===== config.mk =====
export PLATFORM = sky130hd
export DESIGN_NAME = smsq_sequencer
export DESIGN_NICKNAME = d
export VERILOG_FILES = /design/src/hdl/smsq_pkg.sv /design/src/hdl/smsq_input_sync.sv /design/src/hdl/smsq_bridge_chopper.sv /design/src/hdl/smsq_sequencer.sv
export VERILOG_INCLUDE_DIRS = /design/src /design/src/hdl
export SDC_FILE = /design/constraint.sdc
export NUM_CORES = 1
export LEC_CHECK = 0
export BUFFER_PORTS_ARGS = -buffer_cell sky130_fd_sc_hd__buf_4
export CORE_MARGIN = 5
export CORE_UTILIZATION = 50
export CTS_BUF_LIST = sky130_fd_sc_hd__clkbuf_8 sky130_fd_sc_hd__clkbuf_16
export DETAILED_ROUTE_END_ITERATION = 10
export PLACE_DENSITY_LB_ADDON = 0.12
export SYNTH_ARGS = -nofsm -noshare
export SYNTH_HDL_FRONTEND = slang
export SYNTH_HIERARCHICAL = 1
export SYNTH_SLANG_ARGS = --single-unit

===== constraint.sdc =====
create_clock -name ref_clk -period 2.85 [get_ports ref_clk]
set_clock_uncertainty 0.05 [all_clocks]
set_input_delay 0.1425 -clock ref_clk [delete_from_list [all_inputs] [get_ports ref_clk]]
set_output_delay 0.1425 -clock ref_clk [all_outputs]
set_load 0.05 [all_outputs]

===== src/hdl/smsq_params.svh =====
`ifndef SMSQ_PARAMS_SVH
`define SMSQ_PARAMS_SVH

// Electrical angle held in 22.5 degree units, 16 positions per turn
`define SMSQ_ANGLE_W 4
// Initial angle of 45 degrees
`define SMSQ_ANGLE_INIT 4'h2
// Cosine offset, 90 degrees
`define SMSQ_ANGLE_QUARTER_TURN 4'h4
// Step sizes per resolution
`define SMSQ_STEP_FULL 4'h4
`define SMSQ_STEP_HALF 4'h2
`define SMSQ_STEP_QUARTER 4'h1

// Oscillator divider: chopping period is 16 oscillator cycles
`define SMSQ_PHASE_W 4
`define SMSQ_PHASE_LAST 4'hf
// Phase at which slow decay hands over to fast decay
`define SMSQ_SLOW_END 4'hb

// Winding current levels in percent
`define SMSQ_LEVEL_W 7
`define SMSQ_LVL_100 7'h64
`define SMSQ_LVL_92 7'h5c
`define SMSQ_LVL_71 7'h47
`define SMSQ_LVL_38 7'h26
`define SMSQ_LVL_0 7'h00

`endif


===== src/hdl/smsq_pkg.sv =====
`include "smsq_params.svh"

package smsq_pkg;

   // Resolution decoded from the two select inputs
   typedef enum logic [1:0] {
      RES_STANDBY,
      RES_FULL,
      RES_HALF,
      RES_QUARTER
   } smsq_res_e;

   // Bridge regulation modes
   typedef enum logic [1:0] {
      DECAY_HIZ,
      DECAY_CHARGE,
      DECAY_SLOW,
      DECAY_FAST
   } smsq_decay_e;

   // Four bridge switches of one winding, 1 = on
   typedef struct packed {
      logic upper_switch_one;
      logic upper_switch_two;
      logic lower_switch_one;
      logic lower_switch_two;
   } smsq_bridge_s;

   // Current setting of one winding
   typedef struct packed {
      logic negative;
      logic [`SMSQ_LEVEL_W-1:0] magnitude;
   } smsq_level_s;

   // Pin inputs that pass the synchroniser together
   typedef struct packed {
      logic step_pulse;
      logic rotation_direction;
      logic output_enable;
      logic angle_reset;
      logic resolution_select_hi;
      logic resolution_select_lo;
      logic chop_rc_oscillator;
      logic winding_a_trip;
      logic winding_b_trip;
      logic winding_a_zero;
      logic winding_b_zero;
   } smsq_pins_s;

endpackage : smsq_pkg


===== src/hdl/smsq_input_sync.sv =====
`timescale 1ns/1ps

// Three-stage synchroniser; output follows once stages two and three agree
module smsq_input_sync #(
   parameter int W = 1
) (
   input wire logic ref_clk,
   input wire logic reset,
   input wire logic [W-1:0] pin_in,
   output logic [W-1:0] level_out
);

   logic [W-1:0] stage1_reg;
   logic [W-1:0] stage2_reg;
   logic [W-1:0] stage3_reg;

   // Shift chain; stage one is read only by stage two
   always_ff @(posedge ref_clk) begin
      if (reset) begin
         stage1_reg <= '0;
         stage2_reg <= '0;
         stage3_reg <= '0;
      end else begin
         stage1_reg <= pin_in;
         stage2_reg <= stage1_reg;
         stage3_reg <= stage2_reg;
      end
   end

   // Accept a new level per bit only when the late stages agree
   always_ff @(posedge ref_clk) begin
      if (reset) begin
         level_out <= '0;
      end else begin
         for (int i = 0; i < W; i++) begin
            if (stage2_reg[i] == stage3_reg[i]) begin
               level_out[i] <= stage3_reg[i];
            end
         end
      end
   end

endmodule // smsq_input_sync


===== src/hdl/smsq_bridge_chopper.sv =====
`timescale 1ns/1ps
`include "smsq_params.svh"

// Mixed-decay chopper for one winding bridge
module smsq_bridge_chopper (
   input wire logic ref_clk,
   input wire logic reset,
   input wire logic drive_on,
   input wire logic chop_tick,
   input wire logic [`SMSQ_PHASE_W-1:0] chop_phase,
   input wire logic ccw,
   input wire smsq_pkg::smsq_level_s level,
   input wire logic over_trip,
   input wire logic zero_seen,
   output smsq_pkg::smsq_bridge_s bridge
);

   smsq_pkg::smsq_decay_e state_reg;
   smsq_pkg::smsq_decay_e state_next;
   logic forward;

   // Switch pattern for a mode and current direction
   function automatic smsq_pkg::smsq_bridge_s bridge_of(
      input smsq_pkg::smsq_decay_e mode, input logic fwd);
      smsq_pkg::smsq_bridge_s b;
      b = '0;
      unique case (mode)
         smsq_pkg::DECAY_HIZ: b = '0;
         // RULE14: forward mode switches
         // RULE15: reverse mode switches
         smsq_pkg::DECAY_CHARGE: b = fwd ? 4'b1001 : 4'b0110;
         smsq_pkg::DECAY_SLOW: b = 4'b0011;
         smsq_pkg::DECAY_FAST: b = fwd ? 4'b0110 : 4'b1001;
      endcase
      return b;
   endfunction

   // RULE6: CW charges OUT+ high
   assign forward = ~(level.negative ^ ccw);

   // RULE16: charge, slow, fast sequencing
   always_comb begin
      state_next = state_reg;
      if (!drive_on || level.magnitude == `SMSQ_LVL_0) begin
         state_next = smsq_pkg::DECAY_HIZ;
      end else if (chop_tick) begin
         state_next = smsq_pkg::DECAY_CHARGE;
      end else begin
         unique case (state_reg)
            smsq_pkg::DECAY_HIZ: state_next = smsq_pkg::DECAY_HIZ;
            smsq_pkg::DECAY_CHARGE: begin
               if (over_trip) begin
                  state_next = smsq_pkg::DECAY_SLOW;
               end
            end
            smsq_pkg::DECAY_SLOW: begin
               if (chop_phase >= `SMSQ_SLOW_END) begin
                  state_next = smsq_pkg::DECAY_FAST;
               end
            end
            // RULE13: zero current goes Hi-Z
            smsq_pkg::DECAY_FAST: begin
               if (zero_seen) begin
                  state_next = smsq_pkg::DECAY_HIZ;
               end
            end
         endcase
      end
   end

   // Mode and switch registers
   always_ff @(posedge ref_clk) begin
      if (reset) begin
         state_reg <= smsq_pkg::DECAY_HIZ;
         bridge <= '0;
      end else begin
         state_reg <= state_next;
         bridge <= bridge_of(state_next, forward);
      end
   end

endmodule // smsq_bridge_chopper


===== src/hdl/smsq_sequencer.sv =====
// What this block does
// RULE1: Step rising edge advances angle one step
// RULE2: Step falling edge leaves angle unchanged
// RULE3: Enable high drives bridges, low Hi-Z
// RULE4: Controller keeps enable low during supply switching
// RULE5: CW: A leads B; CCW: B leads A
// RULE6: Charge start polarity: CW OUT+ high, CCW reversed
// RULE7: Both selects low: standby, oscillator off, outputs off
// RULE8: Select decode: 01 full, 10 half, 11 quarter
// RULE9: Controller resets angle when changing resolution
// RULE10: Angle reset high forces initial angle
// RULE11: Reset state 45 degrees, 100% or 71%
// RULE12: Angle reset drives monitor low
// RULE13: Winding current at zero sets bridge Hi-Z
// RULE14: Forward direction charge, slow, fast switch patterns
// RULE15: Reverse direction charge, slow, fast switch patterns
// RULE16: Regulate current using three bridge modes
// RULE17: Chopping timed from internal RC oscillator
// RULE18: Chopping period is oscillator divided by 16
// RULE19: Components set chopping between 50 and 100 kHz
// RULE20: Angle wraps at 360, sine-table current levels
// RULE21: Monitor active-low open drain at 45 degrees
`timescale 1ns/1ps
`include "smsq_params.svh"

// Top of the step sequencer: pins pass the
// synchroniser, the angle is kept here, both
// winding levels are looked up, and one
// chopper per winding sets its bridge
module smsq_sequencer (
   input wire logic ref_clk,
   input wire logic reset,
   input wire logic step_pulse,
   input wire logic rotation_direction,
   input wire logic output_enable,
   input wire logic angle_reset,
   input wire logic resolution_select_hi,
   input wire logic resolution_select_lo,
   input wire logic chop_rc_oscillator,
   input wire logic winding_a_trip,
   input wire logic winding_b_trip,
   input wire logic winding_a_zero,
   input wire logic winding_b_zero,
   output smsq_pkg::smsq_bridge_s winding_a_output,
   output smsq_pkg::smsq_bridge_s winding_b_output,
   output smsq_pkg::smsq_level_s winding_a_level,
   output smsq_pkg::smsq_level_s winding_b_level,
   output logic [`SMSQ_ANGLE_W-1:0] angle_position,
   output logic chop_active,
   output logic angle_origin_monitor_out,
   output logic angle_origin_monitor_oe_n
);

   // Pin bundle before and after the sync
   smsq_pkg::smsq_pins_s pins_raw;
   smsq_pkg::smsq_pins_s pins;
   logic [$bits(smsq_pkg::smsq_pins_s)-1:0] pins_level;
   smsq_pkg::smsq_res_e resolution;

   // Edge detection history
   logic step_prev_reg;
   logic osc_prev_reg;
   logic step_rise;
   logic osc_rise;

   // Angle state and its increment
   logic [`SMSQ_ANGLE_W-1:0] angle_reg;
   logic [`SMSQ_ANGLE_W-1:0] angle_next;
   logic [`SMSQ_ANGLE_W-1:0] step_size;

   // Chopping phase and shared controls
   logic [`SMSQ_PHASE_W-1:0] phase_reg;
   logic chop_tick;
   logic drive_on;
   logic ccw;

   // Levels ahead of their registers
   smsq_pkg::smsq_level_s level_a_next;
   smsq_pkg::smsq_level_s level_b_next;

   // Decode the resolution select pair
   // Every code is legal, so no default
   function automatic smsq_pkg::smsq_res_e res_of(input logic sel_hi,
      input logic sel_lo);
      smsq_pkg::smsq_res_e r;
      r = smsq_pkg::RES_STANDBY;
      unique case ({sel_hi, sel_lo})
         2'b00: r = smsq_pkg::RES_STANDBY;
         2'b01: r = smsq_pkg::RES_FULL;
         2'b10: r = smsq_pkg::RES_HALF;
         2'b11: r = smsq_pkg::RES_QUARTER;
      endcase
      return r;
   endfunction

   // Sine of an angle in 22.5 degree units, shaped by resolution
   // Low bits pick the quadrant entry,
   // the top bit gives the sign, and a
   // zero level is never negative
   function automatic smsq_pkg::smsq_level_s level_of(
      input logic [`SMSQ_ANGLE_W-1:0] k, input smsq_pkg::smsq_res_e r);
      smsq_pkg::smsq_level_s l;
      logic [`SMSQ_LEVEL_W-1:0] mag;
      mag = `SMSQ_LVL_0;
      l = '0;
      // Rising quadrant for even quadrants, falling for odd ones
      unique case ({k[2], k[1:0]})
         3'b000: mag = `SMSQ_LVL_0;
         3'b001: mag = `SMSQ_LVL_38;
         3'b010: mag = `SMSQ_LVL_71;
         3'b011: mag = `SMSQ_LVL_92;
         3'b100: mag = `SMSQ_LVL_100;
         3'b101: mag = `SMSQ_LVL_92;
         3'b110: mag = `SMSQ_LVL_71;
         3'b111: mag = `SMSQ_LVL_38;
      endcase
      // Full and half step drive every non-zero winding at 100%
      if (r != smsq_pkg::RES_QUARTER && mag != `SMSQ_LVL_0) begin
         mag = `SMSQ_LVL_100;
      end
      if (r == smsq_pkg::RES_STANDBY) begin
         mag = `SMSQ_LVL_0;
      end
      l.magnitude = mag;
      l.negative = k[3] && (mag != `SMSQ_LVL_0);
      return l;
   endfunction

   // Gather the pin inputs for the synchroniser
   // One bundle keeps all stages aligned
   // so related pins move together
   always_comb begin
      pins_raw.step_pulse = step_pulse;
      pins_raw.rotation_direction = rotation_direction;
      pins_raw.output_enable = output_enable;
      pins_raw.angle_reset = angle_reset;
      pins_raw.resolution_select_hi = resolution_select_hi;
      pins_raw.resolution_select_lo = resolution_select_lo;
      pins_raw.chop_rc_oscillator = chop_rc_oscillator;
      pins_raw.winding_a_trip = winding_a_trip;
      pins_raw.winding_b_trip = winding_b_trip;
      pins_raw.winding_a_zero = winding_a_zero;
      pins_raw.winding_b_zero = winding_b_zero;
   end

   // All pins come from outside the ref_clk domain
   // Four edges of latency: three stages
   // and the agreement flop; short glitches
   // are dropped before the logic sees them
   smsq_input_sync #(
      .W($bits(smsq_pkg::smsq_pins_s))
   ) u_sync (
      .ref_clk(ref_clk),
      .reset(reset),
      .pin_in(pins_raw),
      .level_out(pins_level)
   );

   assign pins = smsq_pkg::smsq_pins_s'(pins_level);

   // RULE8: resolution decode
   assign resolution = res_of(pins.resolution_select_hi,
      pins.resolution_select_lo);

   // Low direction level is counter-clockwise
   // and flips count direction and polarity
   assign ccw = ~pins.rotation_direction;

   // RULE3: enable gates both bridges
   // RULE7: standby turns bridges off
   // Shared by both choppers, so the two
   // bridges switch off on the same edge
   assign drive_on = pins.output_enable &&
      (resolution != smsq_pkg::RES_STANDBY);

   // Edge history of the step and oscillator levels
   // Reset to the idle low level, so no
   // false edge follows reset
   always_ff @(posedge ref_clk) begin
      if (reset) begin
         step_prev_reg <= 1'b0;
         osc_prev_reg <= 1'b0;
      end else begin
         step_prev_reg <= pins.step_pulse;
         osc_prev_reg <= pins.chop_rc_oscillator;
      end
   end

   // RULE1: rising step edge only
   // RULE2: falling edge ignored
   assign step_rise = pins.step_pulse && !step_prev_reg;

   // RULE17: chopping follows the RC oscillator
   assign osc_rise = pins.chop_rc_oscillator && !osc_prev_reg;

   // Tick starts each chopping period
   // and restarts both chopper cycles
   // RULE18: divide oscillator by 16
   assign chop_tick = osc_rise && (phase_reg == `SMSQ_PHASE_LAST);

   // Chopping phase counter, frozen at zero in standby
   // Leaving standby restarts a full period
   // so the first charge is never short
   always_ff @(posedge ref_clk) begin
      if (reset) begin
         phase_reg <= '0;
      end else if (resolution == smsq_pkg::RES_STANDBY) begin
         // RULE7: oscillator disabled
         phase_reg <= '0;
      end else if (osc_rise) begin
         phase_reg <= phase_reg + 1'b1;
      end
   end

   // Step size of the selected resolution
   // Standby steps by zero: steps are lost,
   // the angle is kept
   always_comb begin
      step_size = '0;
      unique case (resolution)
         smsq_pkg::RES_STANDBY: step_size = '0;
         smsq_pkg::RES_FULL: step_size = `SMSQ_STEP_FULL;
         smsq_pkg::RES_HALF: step_size = `SMSQ_STEP_HALF;
         smsq_pkg::RES_QUARTER: step_size = `SMSQ_STEP_QUARTER;
      endcase
   end

   // Next electrical angle
   // Angle reset wins over a step edge in
   // the same cycle; the four-bit sum wraps
   // on its own, which gives modulo 360
   always_comb begin
      angle_next = angle_reg;
      if (pins.angle_reset) begin
         // RULE10: hold initial angle
         // RULE11: initial angle 45 degrees
         angle_next = `SMSQ_ANGLE_INIT;
      end else if (step_rise) begin
         // RULE20: angle wraps modulo 360
         // RULE5: CW counts up, CCW down
         if (ccw) begin
            angle_next = angle_reg - step_size;
         end else begin
            angle_next = angle_reg + step_size;
         end
      end
   end

   // Electrical angle register
   // Reset value is the origin angle
   always_ff @(posedge ref_clk) begin
      if (reset) begin
         angle_reg <= `SMSQ_ANGLE_INIT;
      end else begin
         angle_reg <= angle_next;
      end
   end

   // Looked up from the next angle so levels
   // change on the same edge as the angle
   // RULE5: A follows cosine, B sine
   // RULE20: sine-derived current table
   // RULE11: 100% or 71% at reset
   assign level_a_next = level_of(
      angle_next + `SMSQ_ANGLE_QUARTER_TURN, resolution);
   assign level_b_next = level_of(angle_next, resolution);

   // Winding current settings and status outputs
   // Levels read zero during reset, so the
   // choppers hold their bridges off
   always_ff @(posedge ref_clk) begin
      if (reset) begin
         winding_a_level <= '0;
         winding_b_level <= '0;
         angle_position <= `SMSQ_ANGLE_INIT;
         chop_active <= 1'b0;
      end else begin
         winding_a_level <= level_a_next;
         winding_b_level <= level_b_next;
         angle_position <= angle_next;
         chop_active <= drive_on;
      end
   end

   // Open-drain monitor: output held low, enable decides the level
   // With the enable high the pull-up
   // sets the pin level, never the block
   always_ff @(posedge ref_clk) begin
      if (reset) begin
         angle_origin_monitor_out <= 1'b0;
         angle_origin_monitor_oe_n <= 1'b1;
      end else begin
         angle_origin_monitor_out <= 1'b0;
         // RULE12: low during angle reset
         // RULE21: low at initial angle
         angle_origin_monitor_oe_n <= !(pins.angle_reset ||
            angle_next == `SMSQ_ANGLE_INIT);
      end
   end

   // Winding A bridge chopper
   // Each chopper owns its own trip and
   // zero comparator inputs
   smsq_bridge_chopper u_chop_a (
      .ref_clk(ref_clk),
      .reset(reset),
      .drive_on(drive_on),
      .chop_tick(chop_tick),
      .chop_phase(phase_reg),
      .ccw(ccw),
      .level(winding_a_level),
      .over_trip(pins.winding_a_trip),
      .zero_seen(pins.winding_a_zero),
      .bridge(winding_a_output)
   );

   // Winding B bridge chopper
   // Same tick and phase as winding A keep
   // both windings on one chopping period
   smsq_bridge_chopper u_chop_b (
      .ref_clk(ref_clk),
      .reset(reset),
      .drive_on(drive_on),
      .chop_tick(chop_tick),
      .chop_phase(phase_reg),
      .ccw(ccw),
      .level(winding_b_level),
      .over_trip(pins.winding_b_trip),
      .zero_seen(pins.winding_b_zero),
      .bridge(winding_b_output)
   );

endmodule // smsq_sequencer


==> results.toml <==
[grt]
antenna_found_initial = 0
grt_pass1_wl_um = 8990
grt_usage_pct = 14.5
grt_pass1_vias = 2050
grt_max_degree = 56
overflow = 0

[timing]
fin_crit_ns = 2.80
postLayoutSetupSlackWorst_ns = 0.0455
max_freq_mhz = 357
grt_setup_unrepaired = "yes"
slew_violations = 0
finalHoldViolCount = 0
slew-limit-headroom_pct = 60.2
final.period_utilization_pct = 98.4
worst_slew_pin_slew_ns = 0.591
final.setup.tns_ns = 0
finalSetupViolations = 0

[finish]
final_cells = 452
final_cell_mix = "dfxtp_1 (78), buf_4 (54), nor2b_1 (33), a21oi_1 (20), nand2_1 (19)"
fin_nets = 395
layout_commonest_cell = "dfxtp_1"
area_growth_pct = 24.9
drive_gt1_share_pct = 28.5
fillers = 510
num_antenna_cells = 0

[pwr]
clkPwrFrac_pct = 37.6
p_seq_share_pct = 59.0
p_comb_share_pct = 3.4
intPower_mw = 1.54
p_leak_nw = 1.66
ir_drop_mv = 0.472
p_switching_mw = 0.441
switching_share_pct = 22.2
powerDensity_nw_per_um2 = 503

[synthesis]
yosys_warnings = 6
synth_cell_types = 50
synth_nets = 328
syn_inst = 303
syn_area_um2 = 3150
synth_seq_area_share_pct = 52.0
synth_area_per_cell_um2 = 10.4
ys_ff_latch = 82

[cts]
clkLatencyLatePin_ns = 0.34
path_clk_slew_ns = 0.08
cts_sinks = 82
cts_htree_levels = 3
cts_buffers = 9
ctsRootBufferMaster = "clkbuf_8"
clockBufferDepth = 2
cts_tree = "built"

[critical_path]
worstPathMaxFanout = 5
regToRegSetupSlack_ns = 0.05
required_ns = 3.02
cp_top_family = "adder cells"
critPathBufInv = 4
cp_cell_sequence = "nand2_4, inv_2, ha_4, fa_1, a21oi_2, a21boi_2, inv_2, ha_4, nand4b_1, buf_4, buf_4, o311a_2"
worstReg2RegStart = "u_sync/level_out[5]"
cp_slowest_cell = "fa_1"
cp-end-kind = "flip-flop"
crit_arrival_ns = 2.97
rr_worst_depth = 12
worstSetupPathType = "flip-flop to flip-flop"
max_stage_delay_ns = 0.50
r2r-end = "winding_a_level[7]"
cp-start-kind = "flip-flop"

[place]
port_buffers = 42
dp.cells = 422
dpl_worst_slack_ns = 0.0688
gp_congestion = 0.824
place_hpwl_um = 3800

[drt]
dr.pass1.iters = 4
ant_nets = 0
drt_wl_total_um = 5520
route.detailed.drc = 0
vias_per_cell = 4.94
routedWlPerCell_um = 12.2
num_vias = 2233
drt_iter0_drc = 69

[min_path]
hp-start = "reset"
min_to = "u_sync/stage1_reg[8]"
hold_path_class = "input port to flip-flop"
whs_path_depth = 2

[floorplan]
die_w_um = 89.4
die_h_um = 89.4
start_util_pct = 50.5
num_rows = 29
pin_count = 44
fp.coreArea_um2 = 6240
die-area_um2 = 8000

[flow_run]
drv_cap = 0

[status]
outcome = "completed"
worst max-delay path by stage:
stage | startpoint | endpoint | slack, ns | cells past startpoint
after global placement | u_sync/level_out[6] | winding_a_level[4] | 0.11 | 11
after floorplan | u_sync/level_out[6] | winding_b_level[6] | 0.02 | 11
after detailed placement | u_sync/level_out[6] | winding_a_level[0] | 0.07 | 12
after CTS | u_sync/level_out[6] | winding_a_level[0] | 0.04 | 12
final | u_sync/level_out[5] | winding_a_level[7] | 0.05 | 12
after global routing | u_sync/level_out[6] | winding_a_level[5] | -0.07 | 13
Yosys cell counts, drive strengths merged:
| master | number | area, um2 |
|---|---|---|
| mux2 | 1 | 11.3 |
| and2b | 5 | 43.8 |
| nand4 | 1 | 6.26 |
| a211o | 1 | 10.0 |
| mux2i | 8 | 80.1 |
| a21boi | 3 | 22.5 |
| a21oi | 23 | 138 |
| o2bb2ai | 2 | 30.0 |
| ha | 11 | 138 |
| nor2 | 13 | 51.3 |
| and3 | 4 | 26.3 |
| xnor2 | 6 | 52.6 |
| o31ai | 2 | 28.8 |
| inv | 10 | 37.5 |
| and4 | 1 | 8.76 |
| o311ai | 1 | 16.3 |
| nand2 | 20 | 75.1 |
| conb | 1 | 3.75 |
| buf | 8 | 72.6 |
| o211a | 1 | 10.0 |
| nor3 | 7 | 40.0 |
| a21o | 1 | 7.51 |
| xor2 | 3 | 26.3 |
| fa | 1 | 20.0 |
| nor4 | 3 | 18.8 |
| nand4b | 1 | 8.76 |
| o311a | 1 | 11.3 |
| clkbuf | 1 | 3.75 |
| a31oi | 2 | 12.5 |
| dfxtp | 82 | 1640 |
| or2 | 4 | 25.0 |
| nand3 | 4 | 20.0 |
| a211oi | 1 | 7.51 |
| o21ai | 18 | 90.1 |
| a21bo | 2 | 20.0 |
| nand2b | 7 | 46.3 |
| o21bai | 2 | 15.0 |
| nor2b | 35 | 234 |
| and2 | 1 | 6.26 |
| nand3b | 5 | 37.5 |
routing by layer:
metal	track usage (%)	routed length, um	vias to the layer above
met4	7.71	103	0
met2	23.4	2500	58
met1	18.1	2590	1009
met5	0	0	-
met3	3.13	329	8
li1	-	-	1158
kinds of logic (layout without fill, tap and decap cells):
logic type / after synthesis / in the layout / synth area share, %
AO/OA/AOI/OAI: 60 / 60 / 13.3
adder cells (fa/ha/maj): 12 / 12 / 5.00
buffers and inverters: 19 / 91 / 3.61
XOR/XNOR: 9 / 9 / 2.50
flip-flops: 82 / 82 / 52.0
multiplexers: 9 / 9 / 2.90
other: 1 / 1 / 0.119
AND/OR/NAND/NOR: 111 / 111 / 20.5
metrics by stage:
step                total power [mW]  hold slack [ns]  utilization (%)  instance area [um2]
global placement                1.25            0.304             57.1                 3560
detailed placement              1.25            0.308             57.1                 3560
floorplan                       1.24            0.157                -                 3160
global route                    2.08            0.221             63.1                 3940
finish                          1.98            0.207             63.1                 3940
CTS                             2.02            0.199             61.7                 3850
final cells by class:
type,count,area (um2),area share (%)
timing repair buffer,65,515,13.1
multi-input combinational,202,1460,37.0
sequential,82,1650,41.9
tap,77,96.3,2.45
clock buffer,10,138,3.49
clock inverter,6,42.5,1.08
inverter,10,37.5,0.953
power groups by stage:
| stage | Combinational (mW) | Sequential [mW] | Clock [mW] |
|---|---|---|---|
| 4_1_cts | 0.0670 | 1.17 | 0.777 |
| 2_1_floorplan | 0.0348 | 1.20 | 0 |
| 3_3_place_gp | 0.0545 | 1.20 | 0 |
| 3_5_place_dp | 0.0553 | 1.20 | 0 |
| 5_1_grt | 0.0734 | 1.17 | 0.829 |
| 6_report | 0.0670 | 1.17 | 0.745 |
timing repair:
action	in CTS	in global routing
hold buffers	11	0
resized for setup	0	17
buffers inserted	0	4
setup endpoints to repair	0	11
hold endpoints to repair	11	0
Power figures use the tool's default switching activity.
